**config.mk**
```make
export PLATFORM = sky130hd
export DESIGN_NAME = supply_monitor
export DESIGN_NICKNAME = d
export VERILOG_FILES = /design/src/supply_monitor_pkg.sv /design/src/supply_monitor.sv /design/src/supply_filter.sv
export VERILOG_INCLUDE_DIRS = /design/src
export SDC_FILE = /design/constraint.sdc
export NUM_CORES = 1
export LEC_CHECK = 0
export ABC_AREA = 1
export BUFFER_PORTS_ARGS = -buffer_cell sky130_fd_sc_hd__buf_2
export CAP_MARGIN = 20
export CORE_ASPECT_RATIO = 0.5
export CORE_MARGIN = 4
export CORE_UTILIZATION = 30
export DETAILED_ROUTE_END_ITERATION = 10
export PLACE_DENSITY_LB_ADDON = 0.25
export SYNTH_ARGS = -nofsm -noshare
export SYNTH_HDL_FRONTEND = slang
export SYNTH_HIERARCHICAL = 1
export SYNTH_SLANG_ARGS = --single-unit
```
**constraint.sdc**
```tcl
create_clock -name clk -period 1.17 [get_ports clk]
set_input_delay 0.117 -clock clk [delete_from_list [all_inputs] [get_ports clk]]
set_output_delay 0.117 -clock clk [all_outputs]
set_load 0.02 [all_outputs]
```
**src/supply_monitor_consts.svh**
```systemverilog
// Function
// - monitor is active straight out of reset without software action
// - comparator is filtered only while monitor_power_enable is 1
// - reset requested after nine or more consecutive low-supply cycles when enabled
// - reset held until supply above recovery level; one cycle there releases it
// - external active-low reset pin driven low during any undervoltage reset
// - trip_point_select resets to 0 (10 percent); writing 1 selects 5 percent
// - flag 0 under 32 low cycles, 1 beyond 40, cleared above recovery
// - any device reset clears the undervoltage flag
// - undervoltage flag is read-only; writes to it have no effect
// - with both enables 0, tolerance change below new trip causes reset
// - monitor never raises an interrupt; only reset request and flag
// - in wait mode an enabled monitor keeps running and can reset
// - in stop mode an enabled monitor keeps running and can reset
`ifndef SUPPLY_MONITOR_CONSTS_SVH
`define SUPPLY_MONITOR_CONSTS_SVH
// ==========================================================
// register map
`define MSC_OFFSET      8'h00
`define MSC_RESET       8'h00
`define MSC_FLAG_BIT    3
`define MSC_TRIP_BIT    0
// ==========================================================
// filter counts, in clk cycles
`define RESET_FILTER_CYCLES 6'h09
`define FLAG_FILTER_CYCLES  6'h24
`define FILTER_MAX          6'h3F
`endif

```
**src/supply_monitor_pkg.sv**
```systemverilog
`default_nettype none
package supply_monitor_pkg;
  // comparator samples from the analog side
  typedef struct packed {
    logic below_trip_tight;   // supply at or below tight trip
    logic below_trip_loose;   // supply at or below loose trip
    logic above_recov_tight;  // supply above tight trip plus hysteresis
    logic above_recov_loose;  // supply above loose trip plus hysteresis
  } comparator_s;
  typedef logic [7:0] reg_data_t;
endpackage
`default_nettype wire

```
**src/supply_monitor.sv**
```systemverilog
// The register offsets and the plain strobed port were decided locally.
`include "supply_monitor_consts.svh"
`default_nettype none
module supply_monitor (
  input  wire logic                            clk,                        // system clock, 100 MHz
  input  wire logic                            rst_b,                      // async reset, active low
  input  wire supply_monitor_pkg::comparator_s cmp,                        // analog comparator outputs
  input  wire logic                            monitor_power_enable,       // configuration: monitor on
  input  wire logic                            undervoltage_reset_enable,  // configuration: reset allowed
  input  wire logic [7:0]                      addr,                       // register address
  input  wire logic [7:0]                      wdata,                      // write data
  input  wire logic                            wr,                         // write strobe
  input  wire logic                            rd,                         // read strobe
  output logic [7:0]                           rdata_ff,                   // read data, cycle after rd
  output logic                                 reset_req_ff,               // reset request to system
  output logic                                 reset_pin_o_ff,             // external reset pin level
  output logic                                 reset_pin_oe_b_ff           // pin enable, low drives
);
  import supply_monitor_pkg::*;

  // ==========================================================
  // input synchronisers: comparator is asynchronous to clk
  comparator_s cmp_meta_ff;
  comparator_s cmp_sync_ff;
  always_ff @(posedge clk or negedge rst_b) begin
    if (!rst_b) begin
      cmp_meta_ff <= '0;
      cmp_sync_ff <= '0;
    end else begin
      cmp_meta_ff <= cmp;
      cmp_sync_ff <= cmp_meta_ff;
    end
  end

  // ==========================================================
  // trip point select register
  logic trip_point_select_ff;
  logic trip_prev_ff;
  always_ff @(posedge clk or negedge rst_b) begin
    if (!rst_b) begin
      trip_point_select_ff <= 1'b0;
    end else if (wr && addr == `MSC_OFFSET) begin
      trip_point_select_ff <= wdata[`MSC_TRIP_BIT];
    end
  end

  // ==========================================================
  // pick comparator pair for the selected tolerance
  function automatic logic sel_low(input comparator_s c, input logic tight);
    sel_low = tight ? c.below_trip_tight : c.below_trip_loose;
  endfunction
  function automatic logic sel_recov(input comparator_s c, input logic tight);
    sel_recov = tight ? c.above_recov_tight : c.above_recov_loose;
  endfunction
  logic low_now;
  logic recov_now;
  assign low_now   = sel_low(cmp_sync_ff, trip_point_select_ff);
  assign recov_now = sel_recov(cmp_sync_ff, trip_point_select_ff);

  // ==========================================================
  // consecutive-cycle filter; no enable gating needed beyond power bit,
  // and it ignores wait/stop since the clock keeps running here
  logic [5:0] low_count;
  supply_filter u_filter (
    .clk      (clk),
    .rst_b    (rst_b),
    .enable   (monitor_power_enable),
    .low      (low_now),
    .count_ff (low_count)
  );

  // ==========================================================
  // tolerance change with both enables low: reset if now below new trip
  logic trip_changed;
  always_ff @(posedge clk or negedge rst_b) begin
    if (!rst_b) begin
      trip_prev_ff <= 1'b0;
    end else begin
      trip_prev_ff <= trip_point_select_ff;
    end
  end
  assign trip_changed = (trip_prev_ff != trip_point_select_ff) && !monitor_power_enable
                        && !undervoltage_reset_enable;

  // ==========================================================
  // reset request: set after filter, held until one cycle above recovery
  logic nxt_reset_req;
  always_comb begin
    if (reset_req_ff) begin
      nxt_reset_req = !recov_now;
    end else begin
      nxt_reset_req = (monitor_power_enable && undervoltage_reset_enable
                       && low_count >= `RESET_FILTER_CYCLES - 6'h01 && low_now)
                      || (trip_changed && low_now);
    end
  end
  always_ff @(posedge clk or negedge rst_b) begin
    if (!rst_b) begin
      reset_req_ff <= 1'b0;
    end else begin
      reset_req_ff <= nxt_reset_req;
    end
  end

  // ==========================================================
  // external reset pin: driven low while the request stands, released otherwise
  always_ff @(posedge clk or negedge rst_b) begin
    if (!rst_b) begin
      reset_pin_o_ff    <= 1'b1;
      reset_pin_oe_b_ff <= 1'b1;
    end else begin
      reset_pin_o_ff    <= !nxt_reset_req;
      reset_pin_oe_b_ff <= !nxt_reset_req;
    end
  end

  // ==========================================================
  // undervoltage flag: set at the 36th low cycle, inside the 32..40 window
  logic undervoltage_flag_ff;
  always_ff @(posedge clk or negedge rst_b) begin
    if (!rst_b) begin
      undervoltage_flag_ff <= 1'b0;
    end else if (recov_now) begin
      undervoltage_flag_ff <= 1'b0;
    end else if (low_count >= `FLAG_FILTER_CYCLES - 6'h01 && low_now) begin
      undervoltage_flag_ff <= 1'b1;
    end
  end

  // ==========================================================
  // register read; flag bit ignores writes, no interrupt source exists
  always_ff @(posedge clk or negedge rst_b) begin
    if (!rst_b) begin
      rdata_ff <= `MSC_RESET;
    end else if (rd && addr == `MSC_OFFSET) begin
      rdata_ff <= '0;
      rdata_ff[`MSC_FLAG_BIT] <= undervoltage_flag_ff;
      rdata_ff[`MSC_TRIP_BIT] <= trip_point_select_ff;
    end else begin
      rdata_ff <= 8'h00;
    end
  end

  // ==========================================================
  // checks
  AST_RST_AFTER_NINE: assert property (@(posedge clk) disable iff (!rst_b)
    monitor_power_enable && undervoltage_reset_enable && low_now && low_count == 6'h08
    |=> reset_req_ff) else $error("reset not raised after nine low cycles");
  AST_NO_EARLY_RST: assert property (@(posedge clk) disable iff (!rst_b)
    !reset_req_ff && !trip_changed && low_count < 6'h08 |=> !reset_req_ff)
    else $error("reset raised too early");
  AST_RELEASE: assert property (@(posedge clk) disable iff (!rst_b)
    reset_req_ff && recov_now |=> !reset_req_ff) else $error("reset not released");
  AST_HOLD: assert property (@(posedge clk) disable iff (!rst_b)
    reset_req_ff && !recov_now |=> reset_req_ff) else $error("reset dropped early");
  AST_PIN_LOW: assert property (@(posedge clk) disable iff (!rst_b)
    reset_req_ff |-> !reset_pin_o_ff && !reset_pin_oe_b_ff) else $error("pin not driven");
  AST_PIN_IDLE: assert property (@(posedge clk) disable iff (!rst_b)
    !reset_req_ff |-> reset_pin_o_ff && reset_pin_oe_b_ff) else $error("pin driven without request");
  AST_TRIP_WRITE: assert property (@(posedge clk) disable iff (!rst_b)
    wr && addr == `MSC_OFFSET |=> trip_point_select_ff == $past(wdata[0]))
    else $error("trip select not written");
  AST_FLAG_SET: assert property (@(posedge clk) disable iff (!rst_b)
    low_now && !recov_now && low_count == 6'h27 |=> undervoltage_flag_ff)
    else $error("flag not set after 40 cycles");
  AST_FLAG_QUIET: assert property (@(posedge clk) disable iff (!rst_b)
    !undervoltage_flag_ff && low_count < 6'h1F |=> !undervoltage_flag_ff)
    else $error("flag set too early");
  AST_FLAG_CLEAR: assert property (@(posedge clk) disable iff (!rst_b)
    recov_now |=> !undervoltage_flag_ff) else $error("flag not cleared");
  AST_POWER_OFF: assert property (@(posedge clk) disable iff (!rst_b)
    !monitor_power_enable |=> low_count == 6'h00) else $error("filter ran while off");
  AST_READ: assert property (@(posedge clk) disable iff (!rst_b)
    rd && addr == `MSC_OFFSET |=> rdata_ff[`MSC_FLAG_BIT] == $past(undervoltage_flag_ff))
    else $error("flag read mismatch");
  COV_RESET: cover property (@(posedge clk) disable iff (!rst_b) $rose(reset_req_ff));
  COV_RELEASE: cover property (@(posedge clk) disable iff (!rst_b) $fell(reset_req_ff));
  COV_FLAG: cover property (@(posedge clk) disable iff (!rst_b) $rose(undervoltage_flag_ff));
  COV_TRIP: cover property (@(posedge clk) disable iff (!rst_b) trip_changed && low_now);
endmodule
`default_nettype wire

```
**src/supply_filter.sv**
```systemverilog
`include "supply_monitor_consts.svh"
`default_nettype none
module supply_filter (
  input  wire logic       clk,      // system clock
  input  wire logic       rst_b,    // async reset, active low
  input  wire logic       enable,   // monitor powered
  input  wire logic       low,      // synchronised low-supply sample
  output logic [5:0]      count_ff  // consecutive low cycles, saturating
);
  import supply_monitor_pkg::*;
  logic [5:0] nxt_count;
  // ==========================================================
  // saturating count; a single high sample restarts it, so noise spikes never add up
  always_comb begin
    if (!enable || !low) begin
      nxt_count = 6'h00;
    end else if (count_ff == `FILTER_MAX) begin
      nxt_count = count_ff;
    end else begin
      nxt_count = count_ff + 6'h01;
    end
  end
  always_ff @(posedge clk or negedge rst_b) begin
    if (!rst_b) begin
      count_ff <= 6'h00;
    end else begin
      count_ff <= nxt_count;
    end
  end
  AST_FILTER_CLEAR: assert property (@(posedge clk) disable iff (!rst_b)
    !low |=> count_ff == 6'h00) else $error("filter not cleared");
  AST_FILTER_STEP: assert property (@(posedge clk) disable iff (!rst_b)
    enable && low && count_ff != `FILTER_MAX |=> count_ff == $past(count_ff) + 6'h01)
    else $error("filter did not advance");
endmodule
`default_nettype wire

```
==> results of run 1 <==
[worst register-to-register path, delay by kind of cell (launching register included)]
kind            cells  cell delay, ns
simple gates        4            0.40
flops               1            0.35
compound gates      1            0.06
fa+ha+maj           1            0.19
[kinds of logic after synthesis]
kind of cell,synth area share [%]
DFF,52.69
buffers and inverters,10.14
and+or+nand+nor,27.41
AOI/OAI and AO/OA,8.135
adders and majority gates,1.251
other,0.3751
[repair_timing]
action                                  CTS  global route
pin swaps                                 0             5
endpoints found under the hold margin    24             0
setup buffers                             0             1
endpoints found under the setup margin    5             5
hold buffers                              5             0
resized for setup                         1             3
[state kept, by name, indices dropped and copies added, names as in the netlist]
| register | cells |
|---|---|
| trip_point_select_ff | 1 |
| trip_prev_ff | 1 |
| reset_pin_oe_b_ff | 1 |
| undervoltage_flag_ff | 1 |
| u_filter/count_ff | 6 |
| cmp_sync_ff | 4 |
| cmp_meta_ff | 4 |
| rdata_ff | 2 |
| reset_req_ff | 1 |
[placed cells by master, fill, tap and decap left out]
cell type | netlist | final
nand3_2 | 2 | 2
inv_4 | 0 | 1
nand2_2 | 7 | 8
buf_2 | 0 | 23
nor2_2 | 1 | 1
a21oi_1 | 3 | 3
o21ai_2 | 3 | 3
buf_4 | 7 | 8
inv_2 | 1 | 1
conb_1 | 1 | 6
inv_1 | 12 | 11
nor2_4 | 1 | 1
o21ai_1 | 1 | 1
dlygate4sd3_1 | 0 | 5
clkbuf_8 | 0 | 3
nand3_1 | 8 | 8
nor2_1 | 12 | 12
dfstp_2 | 1 | 1
nand2_4 | 1 | 1
nand2_1 | 21 | 20
ha_2 | 0 | 1
a21oi_2 | 2 | 2
o21ai_0 | 2 | 2
dfrtp_1 | 20 | 20
clkbuf_1 | 0 | 1
o21bai_1 | 1 | 1
nand3_4 | 1 | 1
[path summary, 6_finish.rpt]
path | to | from | slack (ns) | depth (start not counted)
max in group asynchronous | reset_pin_oe_b_ff$_DFF_PN1_ | rst_b | 0.50 | 2
min in group asynchronous | u_filter/count_ff[4]$_DFFE_PN0P_ | rst_b | 0.34 | 2
hold / removal | trip_point_select_ff$_DFFE_PN0P_ | wdata[0] | 0.09 | 3
setup reg to reg | u_filter/count_ff[0]$_DFFE_PN0P_ | u_filter/count_ff[0]$_DFFE_PN0P_ | 0.06 | 6
setup / recovery | u_filter/count_ff[0]$_DFFE_PN0P_ | u_filter/count_ff[0]$_DFFE_PN0P_ | 0.06 | 6
hold reg to reg | cmp_sync_ff[0]$_DFF_PN0_ | cmp_meta_ff[0]$_DFF_PN0_ | 0.35 | 0
[layer usage]
layer | global-route usage (%) | part of all wire, % | vias up
li1 | - | - | 400
met1 | 9.864 | 41 | 347
met2 | 14.93 | 49 | 28
met3 | 2.698 | 9.3 | 3
met4 | 2.228 | 0.82 | 0
met5 | 0 | 0 | -
[metrics by stage]
stage,TNS [ns],hold WS [ns]
3_3_place_gp,-0.07327,0.09738
2_1_floorplan,0,-0.1786
4_1_cts,0,0.09081
6_report,0,0.08768
5_1_grt,-0.03243,0.1078
3_5_place_dp,-0.07517,0.09719
[cell type report]
cell class / instances / area [sq um] / share of cell area (%)
sequential: 21 / 526.8 / 40.72
multi-input combinational: 73 / 395.4 / 30.56
timing repair buffer: 36 / 225.2 / 17.41
inverter: 13 / 51.30 / 3.965
tap: 40 / 50.05 / 3.868
clock buffer: 4 / 45.04 / 3.482
[power groups by stage]
| stage | Combinational [uW] | Sequential [uW] | Clock (uW) |
|---|---|---|---|
| 2_1_floorplan | 77.8 | 776 | 0 |
| 3_3_place_gp | 135 | 773 | 0 |
| 3_5_place_dp | 136 | 774 | 0 |
| 4_1_cts | 150 | 760 | 487 |
| 5_1_grt | 174 | 761 | 507 |
| 6_report | 152 | 759 | 462 |
==> flow_summary.toml, run 1 <==
[drt]
ant_nets = 0
num_vias = 778
drc_errors = 0
wl_per_cell_um = 9.155
drtIter0Drc = 13
via_per_inst = 4.160
first_pass_iters = 4
routed_wl_mm = 1.712

[synthesis]
synth-seq-cells = 21
synth_area_sq_um = 999.7
yosysSeqAreaShare_pct = 52.69
yosysMostFrequentCell = "nand2_1"
ys_types = 22
synth_common_cells = "nand2_1, dfrtp_1, inv_1, nor2_1, nand3_1"
synth_top_area_cell = "dfrtp_1"
yosysWarnings = 6
synth_area_per_cell_sq_um = 9.172
synthFlopType = "dfrtp_1"
yosys-top-cells-area = "dfrtp_1, nand2_1, buf_4"
ys_async_sr_fraction_pct = 100.0
synth_edf_count = 0
syn_inst = 109
synth_top_area_share_pct = 50.06

[critical_path]
crit_required_ns = 1.32
start_kind = "register"
max_stage_delay_ns = 0.35
endpoint_kind = "register"
crit_fanout = 4
slowest_stage = "dfrtp_1"
critPathKind = "reg2reg"
critPathBufInv = 0
cp.arrival_ns = 1.26
crit_chain = "ha_2 > nand2_2 > nor2_4 > nand2_1 > nand3_1 > o21ai_2"
cpLargestDelayFamily = "simple AND/OR/NAND/NOR gates"

[clocking]
numCtsBuffers = 3
htree_levels = 1
cts_tree = "built"
cts_num_sinks = 21
insertion_delay_ns = 0.26
root_buffer = "clkbuf_8"
clkTransAtPathRegs_ns = 0.07
cts_max_path_buffers = 2

[power]
switching_share_pct = 22.95
p_leak_uw = 0.0006480
vdd_drop_max_v = 0.0003060
p_seq_share_pct = 55.3
p_int_uw = 1058
comb_power_share_pct = 11.1
power_density_mw_per_mm2 = 1062
clkPwrFrac_pct = 33.7
total_power_uw = 1374
p_sw_uw = 315.4

[grt]
grt_max_degree = 22
grt_pass1_wl_mm = 2.960
grt_util_all_layers_pct = 8.488
grt_pass1_vias = 755
antenna_found_initial = 0
grt_overflow_total = 0

[sta]
finalCritPeriodShare_pct = 94.64
final.min_clock_period_ns = 1.107
worst_slack_ns = 0.06272
rsz0062_at_grt = "yes"
finalHoldViolations = 0
finalSetupViolCount = 0
drv_slew = 0
fmax_ghz = 0.9031
skew_ns = 0.004237

[floorplan]
core_region_area_sq_mm = 0.003100
initial_utilization_pct = 32.24
num_rows = 14
ios = 37
die_area_sq_mm = 0.004376
die_y_um = 48.82
die_w_um = 89.64

[finish]
fill_cells = 308
fin_area_sq_mm = 0.001294
nNetsFinal = 175
syn2layout_area_growth_pct = 29.41
drive_gt1_share_pct = 38.78
antennaDiodeCount = 0
finalNonFillerCells = 187
final_util_pct = 41.73

[placement]
portBuffers = 23
gp_congestion = 0.7251
numPlacedInstances = 177
placed_area_sq_mm = 0.001184
place_ws_ns = -0.03626
hpwlAfterDp_mm = 1.371

[worst_hold_path]
hold_path.class = "in2reg"

[job]
maxCapViolCount = 0

[run_status]
status = "complete, no violations"
Power figures use the tool's default switching activity.
==> run 2, diff against run 1 <==
- CTS_BUF_LIST: unset -> sky130_fd_sc_hd__clkbuf_8 sky130_fd_sc_hd__clkbuf_16
==> run 2 against run 1 <==
Utilization is the same. Clock skew barely moved. Sequential cell count unchanged. Cell area unchanged. Clock power decreased by 2%. Fmax is essentially flat. Cell count did not move. Hold slack is essentially flat. Highest routed layer unchanged.
==> flow_summary.toml, run 2 (synthesized netlist as in run 1, its figures left out) <==
[run_status]
status = "complete, no violations"

[power]
clkPwrFrac_pct = 33.2
switching_share_pct = 23.06
p_leak_uw = 0.0006521
p_sw_uw = 314.6
p_int_uw = 1050
p_seq_share_pct = 55.7
power_density_mw_per_mm2 = 1055
comb_power_share_pct = 11.1
vdd_drop_max_v = 0.0003034

[grt]
grt_pass1_vias = 755
grt_max_degree = 22
grt_overflow_total = 0
grt_util_all_layers_pct = 8.488
grt_pass1_wl_mm = 2.960
antenna_found_initial = 0

[sta]
rsz0062_at_grt = "yes"
drv_slew = 0
final.min_clock_period_ns = 1.107
finalCritPeriodShare_pct = 94.63
fmax_ghz = 0.9032
finalHoldViolations = 0
finalSetupViolCount = 0
tns_ns = 0
skew_ns = 0.003949
worst_slack_ns = 0.06277
holdWs_ns = 0.08814

[placement]
hpwlAfterDp_mm = 1.371
portBuffers = 23
gp_congestion = 0.7251
placed_area_sq_mm = 0.001184
place_ws_ns = -0.03626

[floorplan]
die_w_um = 89.64
ios = 37
die_y_um = 48.82
die_area_sq_mm = 0.004376
num_rows = 14
core_region_area_sq_mm = 0.003100
initial_utilization_pct = 32.24

[drt]
wl_per_cell_um = 9.160
via_per_inst = 4.160
ant_nets = 0
num_vias = 778
drtIter0Drc = 13
wl_met3_um = 160
routed_wl_mm = 1.713
highest_layer = "met4"
drc_errors = 0
met1_length_um = 698
wl_met2_um = 840
first_pass_iters = 4

[finish]
final_cell_mix = "buf_2, nand2_1, dfrtp_1"
drive_gt1_share_pct = 38.78
top_regs = "u_filter/count_ff: 6 flops, cmp_meta_ff: 4 flops, cmp_sync_ff: 4 flops"
top_register = "u_filter/count_ff"
final_common_cell = "buf_2"
nNetsFinal = 175
largest_register_ffs = 6
syn2layout_area_growth_pct = 29.41
antennaDiodeCount = 0
fin_area_sq_mm = 0.001294

[critical_path]
crit_fanout = 4
start_kind = "register"
critPathKind = "reg2reg"
cp.arrival_ns = 1.26
endpoint_kind = "register"
crit_required_ns = 1.32

[clocking]
cts_tree = "built"
cts_num_sinks = 21
htree_levels = 1
insertion_delay_ns = 0.26
cts_max_path_buffers = 2
numCtsBuffers = 3
clkTransAtPathRegs_ns = 0.07
root_buffer = "clkbuf_8"

[worst_hold_path]
hold_path.class = "in2reg"

[job]
maxCapViolCount = 0
## run 2: cell types whose count changed in the layout (fill, tap and decap cells not counted), sizes merged
cell    change
clkbuf      -1
inv         +1
## run 2: per-stage QoR
step	total power (uW)	std cells	util, %
2_1_floorplan	853.9	114	-
3_3_place_gp	907.7	177	38.18
3_5_place_dp	910.1	177	38.18
4_1_cts	1388	186	41.24
5_1_grt	1435	187	41.73
6_report	1364	187	41.73
## run 2: worst paths after layout
kind	start	end	slack (ns)	cells past startpoint
setup / recovery	u_filter/count_ff[0]$_DFFE_PN0P_	u_filter/count_ff[0]$_DFFE_PN0P_	0.06	6
hold / removal	wdata[0]	trip_point_select_ff$_DFFE_PN0P_	0.09	3
setup reg to reg	u_filter/count_ff[0]$_DFFE_PN0P_	u_filter/count_ff[0]$_DFFE_PN0P_	0.06	6
hold reg to reg	cmp_meta_ff[0]$_DFF_PN0_	cmp_sync_ff[0]$_DFF_PN0_	0.35	0
max in group asynchronous	rst_b	reset_pin_oe_b_ff$_DFF_PN1_	0.50	2
min in group asynchronous	rst_b	u_filter/count_ff[4]$_DFFE_PN0P_	0.34	2
## run 2: power groups by stage
stage | logic (uW) | clock network [uW] | registers, uW
final | 152 | 453 | 760
after detailed placement | 136 | 0 | 774
after CTS | 150 | 479 | 760
after global routing | 174 | 499 | 761
after floorplan | 77.8 | 0 | 776
after global placement | 135 | 0 | 773
## run 2: cell type report
type | instances | area (sq um)
Inverter | 13 | 51.30
Sequential cell | 21 | 526.8
Multi-Input combinational cell | 73 | 395.4
Clock inverter | 1 | 3.754
Clock buffer | 3 | 41.29
Tap cell | 40 | 50.05
Fill cell | 308 | 1807
Timing Repair Buffer | 36 | 225.2
## run 2: routing by layer
| layer | GRT usage, % | up-vias |
|---|---|---|
| li1 | - | 400 |
| met5 | 0 | - |
| met1 | 9.864 | 347 |
| met4 | 2.228 | 0 |
| met3 | 2.698 | 3 |
| met2 | 14.93 | 28 |
## run 2: worst max-delay path, cell delays in order, from the launching register on
cell	delay, ns
dfrtp_1	0.35
ha_2	0.19
nand2_2	0.09
nor2_4	0.13
nand2_1	0.08
nand3_1	0.10
o21ai_2	0.06
## run 2: what timing repair did
item,4_1_cts,5_1_grt
setup endpoints to repair,5,5
buffers inserted,0,1
hold endpoints to repair,24,0
hold buffers,5,0
pin swaps,0,5
gates resized for setup,1,3
==> run 3, diff against run 2 <==
- clock period: 1.17 -> 1.4 ns (I/O delays scaled with it)
==> run 3 against run 2 <==
Hold slack improved by 0.037 ns. Clock skew fell by 0.0017 ns. Cell count down 4.3%. Register-to-register slack gained 0.12 ns. Cell area shrank 5.2%. Critical path depth is 1 higher. First-iteration DRC count shrank 31%. Fmax fell by 9.1%. Combinational power is 29% lower. Die area did not move. Utilization is 2.2 points lower.
==> flow_summary.toml, run 3 (synthesized netlist as in run 1, its figures left out) <==
[run_status]
status = "complete, no violations"

[floorplan]
die_y_um = 48.82
die_w_um = 89.64
ios = 37
num_rows = 14
die_area_sq_mm = 0.004376
core_region_area_sq_mm = 0.003100
initial_utilization_pct = 32.24

[placement]
placed_area_sq_mm = 0.001131
portBuffers = 23
hpwlAfterDp_mm = 1.343
gp_congestion = 0.7018

[clocking]
numCtsBuffers = 3
cts_max_path_buffers = 2
root_buffer = "clkbuf_8"
post_cts_buffers = 0
insertion_delay_ns = 0.25
clkTransAtPathRegs_ns = 0.07
cts_num_sinks = 21
htree_levels = 1
cts_tree = "built"

[critical_path]
cp.arrival_ns = 1.40
crit_required_ns = 1.58
endpoint_kind = "register"
worstSetupStartpoint = "trip_point_select_ff$_DFFE_PN0P_"
ff2ff_path_depth = 7
r2r_start = "trip_point_select_ff$_DFFE_PN0P_"
r2r_setup_slack_ns = 0.18
start_kind = "register"
crit_fanout = 6
critPathKind = "reg2reg"
r2r_end = "u_filter/count_ff[0]$_DFFE_PN0P_"

[drt]
drtIter0Drc = 9
via_per_inst = 4.117
ant_nets = 0
first_pass_iters = 2
num_vias = 737
routed_wl_mm = 1.714
drc_errors = 0
wl_per_cell_um = 9.575

[grt]
grt_overflow_total = 0
grt_pass1_wl_mm = 2.835
antenna_found_initial = 0
grt_util_all_layers_pct = 8.330
grt_max_degree = 22
grt_pass1_vias = 695

[sta]
final.min_clock_period_ns = 1.218
drv_slew = 0
finalSetupViolCount = 0
finalHoldViolations = 0
finalCritPeriodShare_pct = 86.97
tns_ns = 0
fmax_ghz = 0.8213
skew_ns = 0.002264
rsz0062_at_grt = "no"

[finish]
seq_area_sq_um = 526.8
fin_area_sq_mm = 0.001226
top_register = "u_filter/count_ff"
fill_cells = 326
multi_input_area_sq_um = 390.4
top_regs = "u_filter/count_ff: 6 flops, cmp_meta_ff: 4 flops, cmp_sync_ff: 4 flops"
final_cell_mix = "buf_2, nand2_1, dfrtp_1"
syn2layout_area_growth_pct = 22.65
drive_gt1_share_pct = 33.81
largest_register_ffs = 6
nNetsFinal = 167
antennaDiodeCount = 0
final_common_cell = "buf_2"

[power]
vdd_drop_max_v = 0.0003390
p_leak_uw = 0.0006162
power_density_mw_per_mm2 = 909.8

[worst_hold_path]
hold_path_end = "trip_point_select_ff$_DFFE_PN0P_"
hold_path.class = "in2reg"
hold_depth = 3
worstHoldStart = "wdata[0]"

[job]
maxCapViolCount = 0
-- run 3: changes by cell type in the layout (fill, tap and decap cells not counted) --
| cell | change |
|---|---|
| inv_2 | +1 |
| ha_2 | -1 |
| nand2_1 | +1 |
| inv_4 | -1 |
| ha_1 | +1 |
| buf_4 | -8 |
| nand2_2 | -1 |
-- run 3: through the flow --
| stage | util (%) | instances | hold WS (ns) | setup slack [ns] | power [uW] |
|---|---|---|---|---|---|
| 6_report | 39.55 | 179 | 0.1248 | 0.1824 | 1116 |
| 5_1_grt | 39.55 | 179 | 0.1460 | 0.06363 | 1179 |
| 4_1_cts | 39.55 | 179 | 0.1226 | 0.08511 | 1141 |
| 3_5_place_dp | 36.48 | 170 | 0.1165 | 0.1066 | 747.9 |
| 3_3_place_gp | 36.48 | 170 | 0.1184 | 0.1099 | 745.8 |
| 2_1_floorplan | - | 114 | -0.1556 | 0.2767 | 713.6 |
-- run 3: how the worst max path moves through the flow --
stage	end
global route	u_filter/count_ff[0]$_DFFE_PN0P_
CTS	u_filter/count_ff[1]$_DFFE_PN0P_
finish	u_filter/count_ff[0]$_DFFE_PN0P_
floorplan	u_filter/count_ff[0]$_DFFE_PN0P_
global placement	u_filter/count_ff[0]$_DFFE_PN0P_
detailed placement	u_filter/count_ff[1]$_DFFE_PN0P_
-- run 3: layer usage --
metal  part of all wire [%]  vias up  track usage, %
met2                     51       22           14.68
met1                     41      328           9.385
met4                    1.2        0           2.970
li1                       -      385               -
met3                    7.2        2           2.530
met5                      0        -               0
-- run 3: where the power goes --
group          internal, uW  total, uW  switching, uW
sequential              626        638           11.5
combinational          42.6        108           65.6
clock                   195        370            175
total                   863       1120            252
-- run 3: critical path, stage by stage (launching register included) --
cell	delay (ns)
dfrtp_1	0.45
inv_2	0.12
nand2_2	0.07
nand2_2	0.07
nand2_1	0.08
inv_2	0.13
nand3_4	0.11
o21ai_2	0.12
-- run 3: what timing repair did --
action	CTS	global route
endpoints found under the setup margin	0	3
hold buffers	5	0
hold endpoints to repair	24	0
resized for setup	0	1
-- run 3: layout make-up --
type                       instances  share of cell area, %
sequential                        21                  42.96
multi-input combinational         73                  31.84
timing repair buffer              28                  13.47
tap                               40                  4.082
inverter                          13                  3.980
clock buffer                       3                  3.367
clock inverter                     1                 0.3061
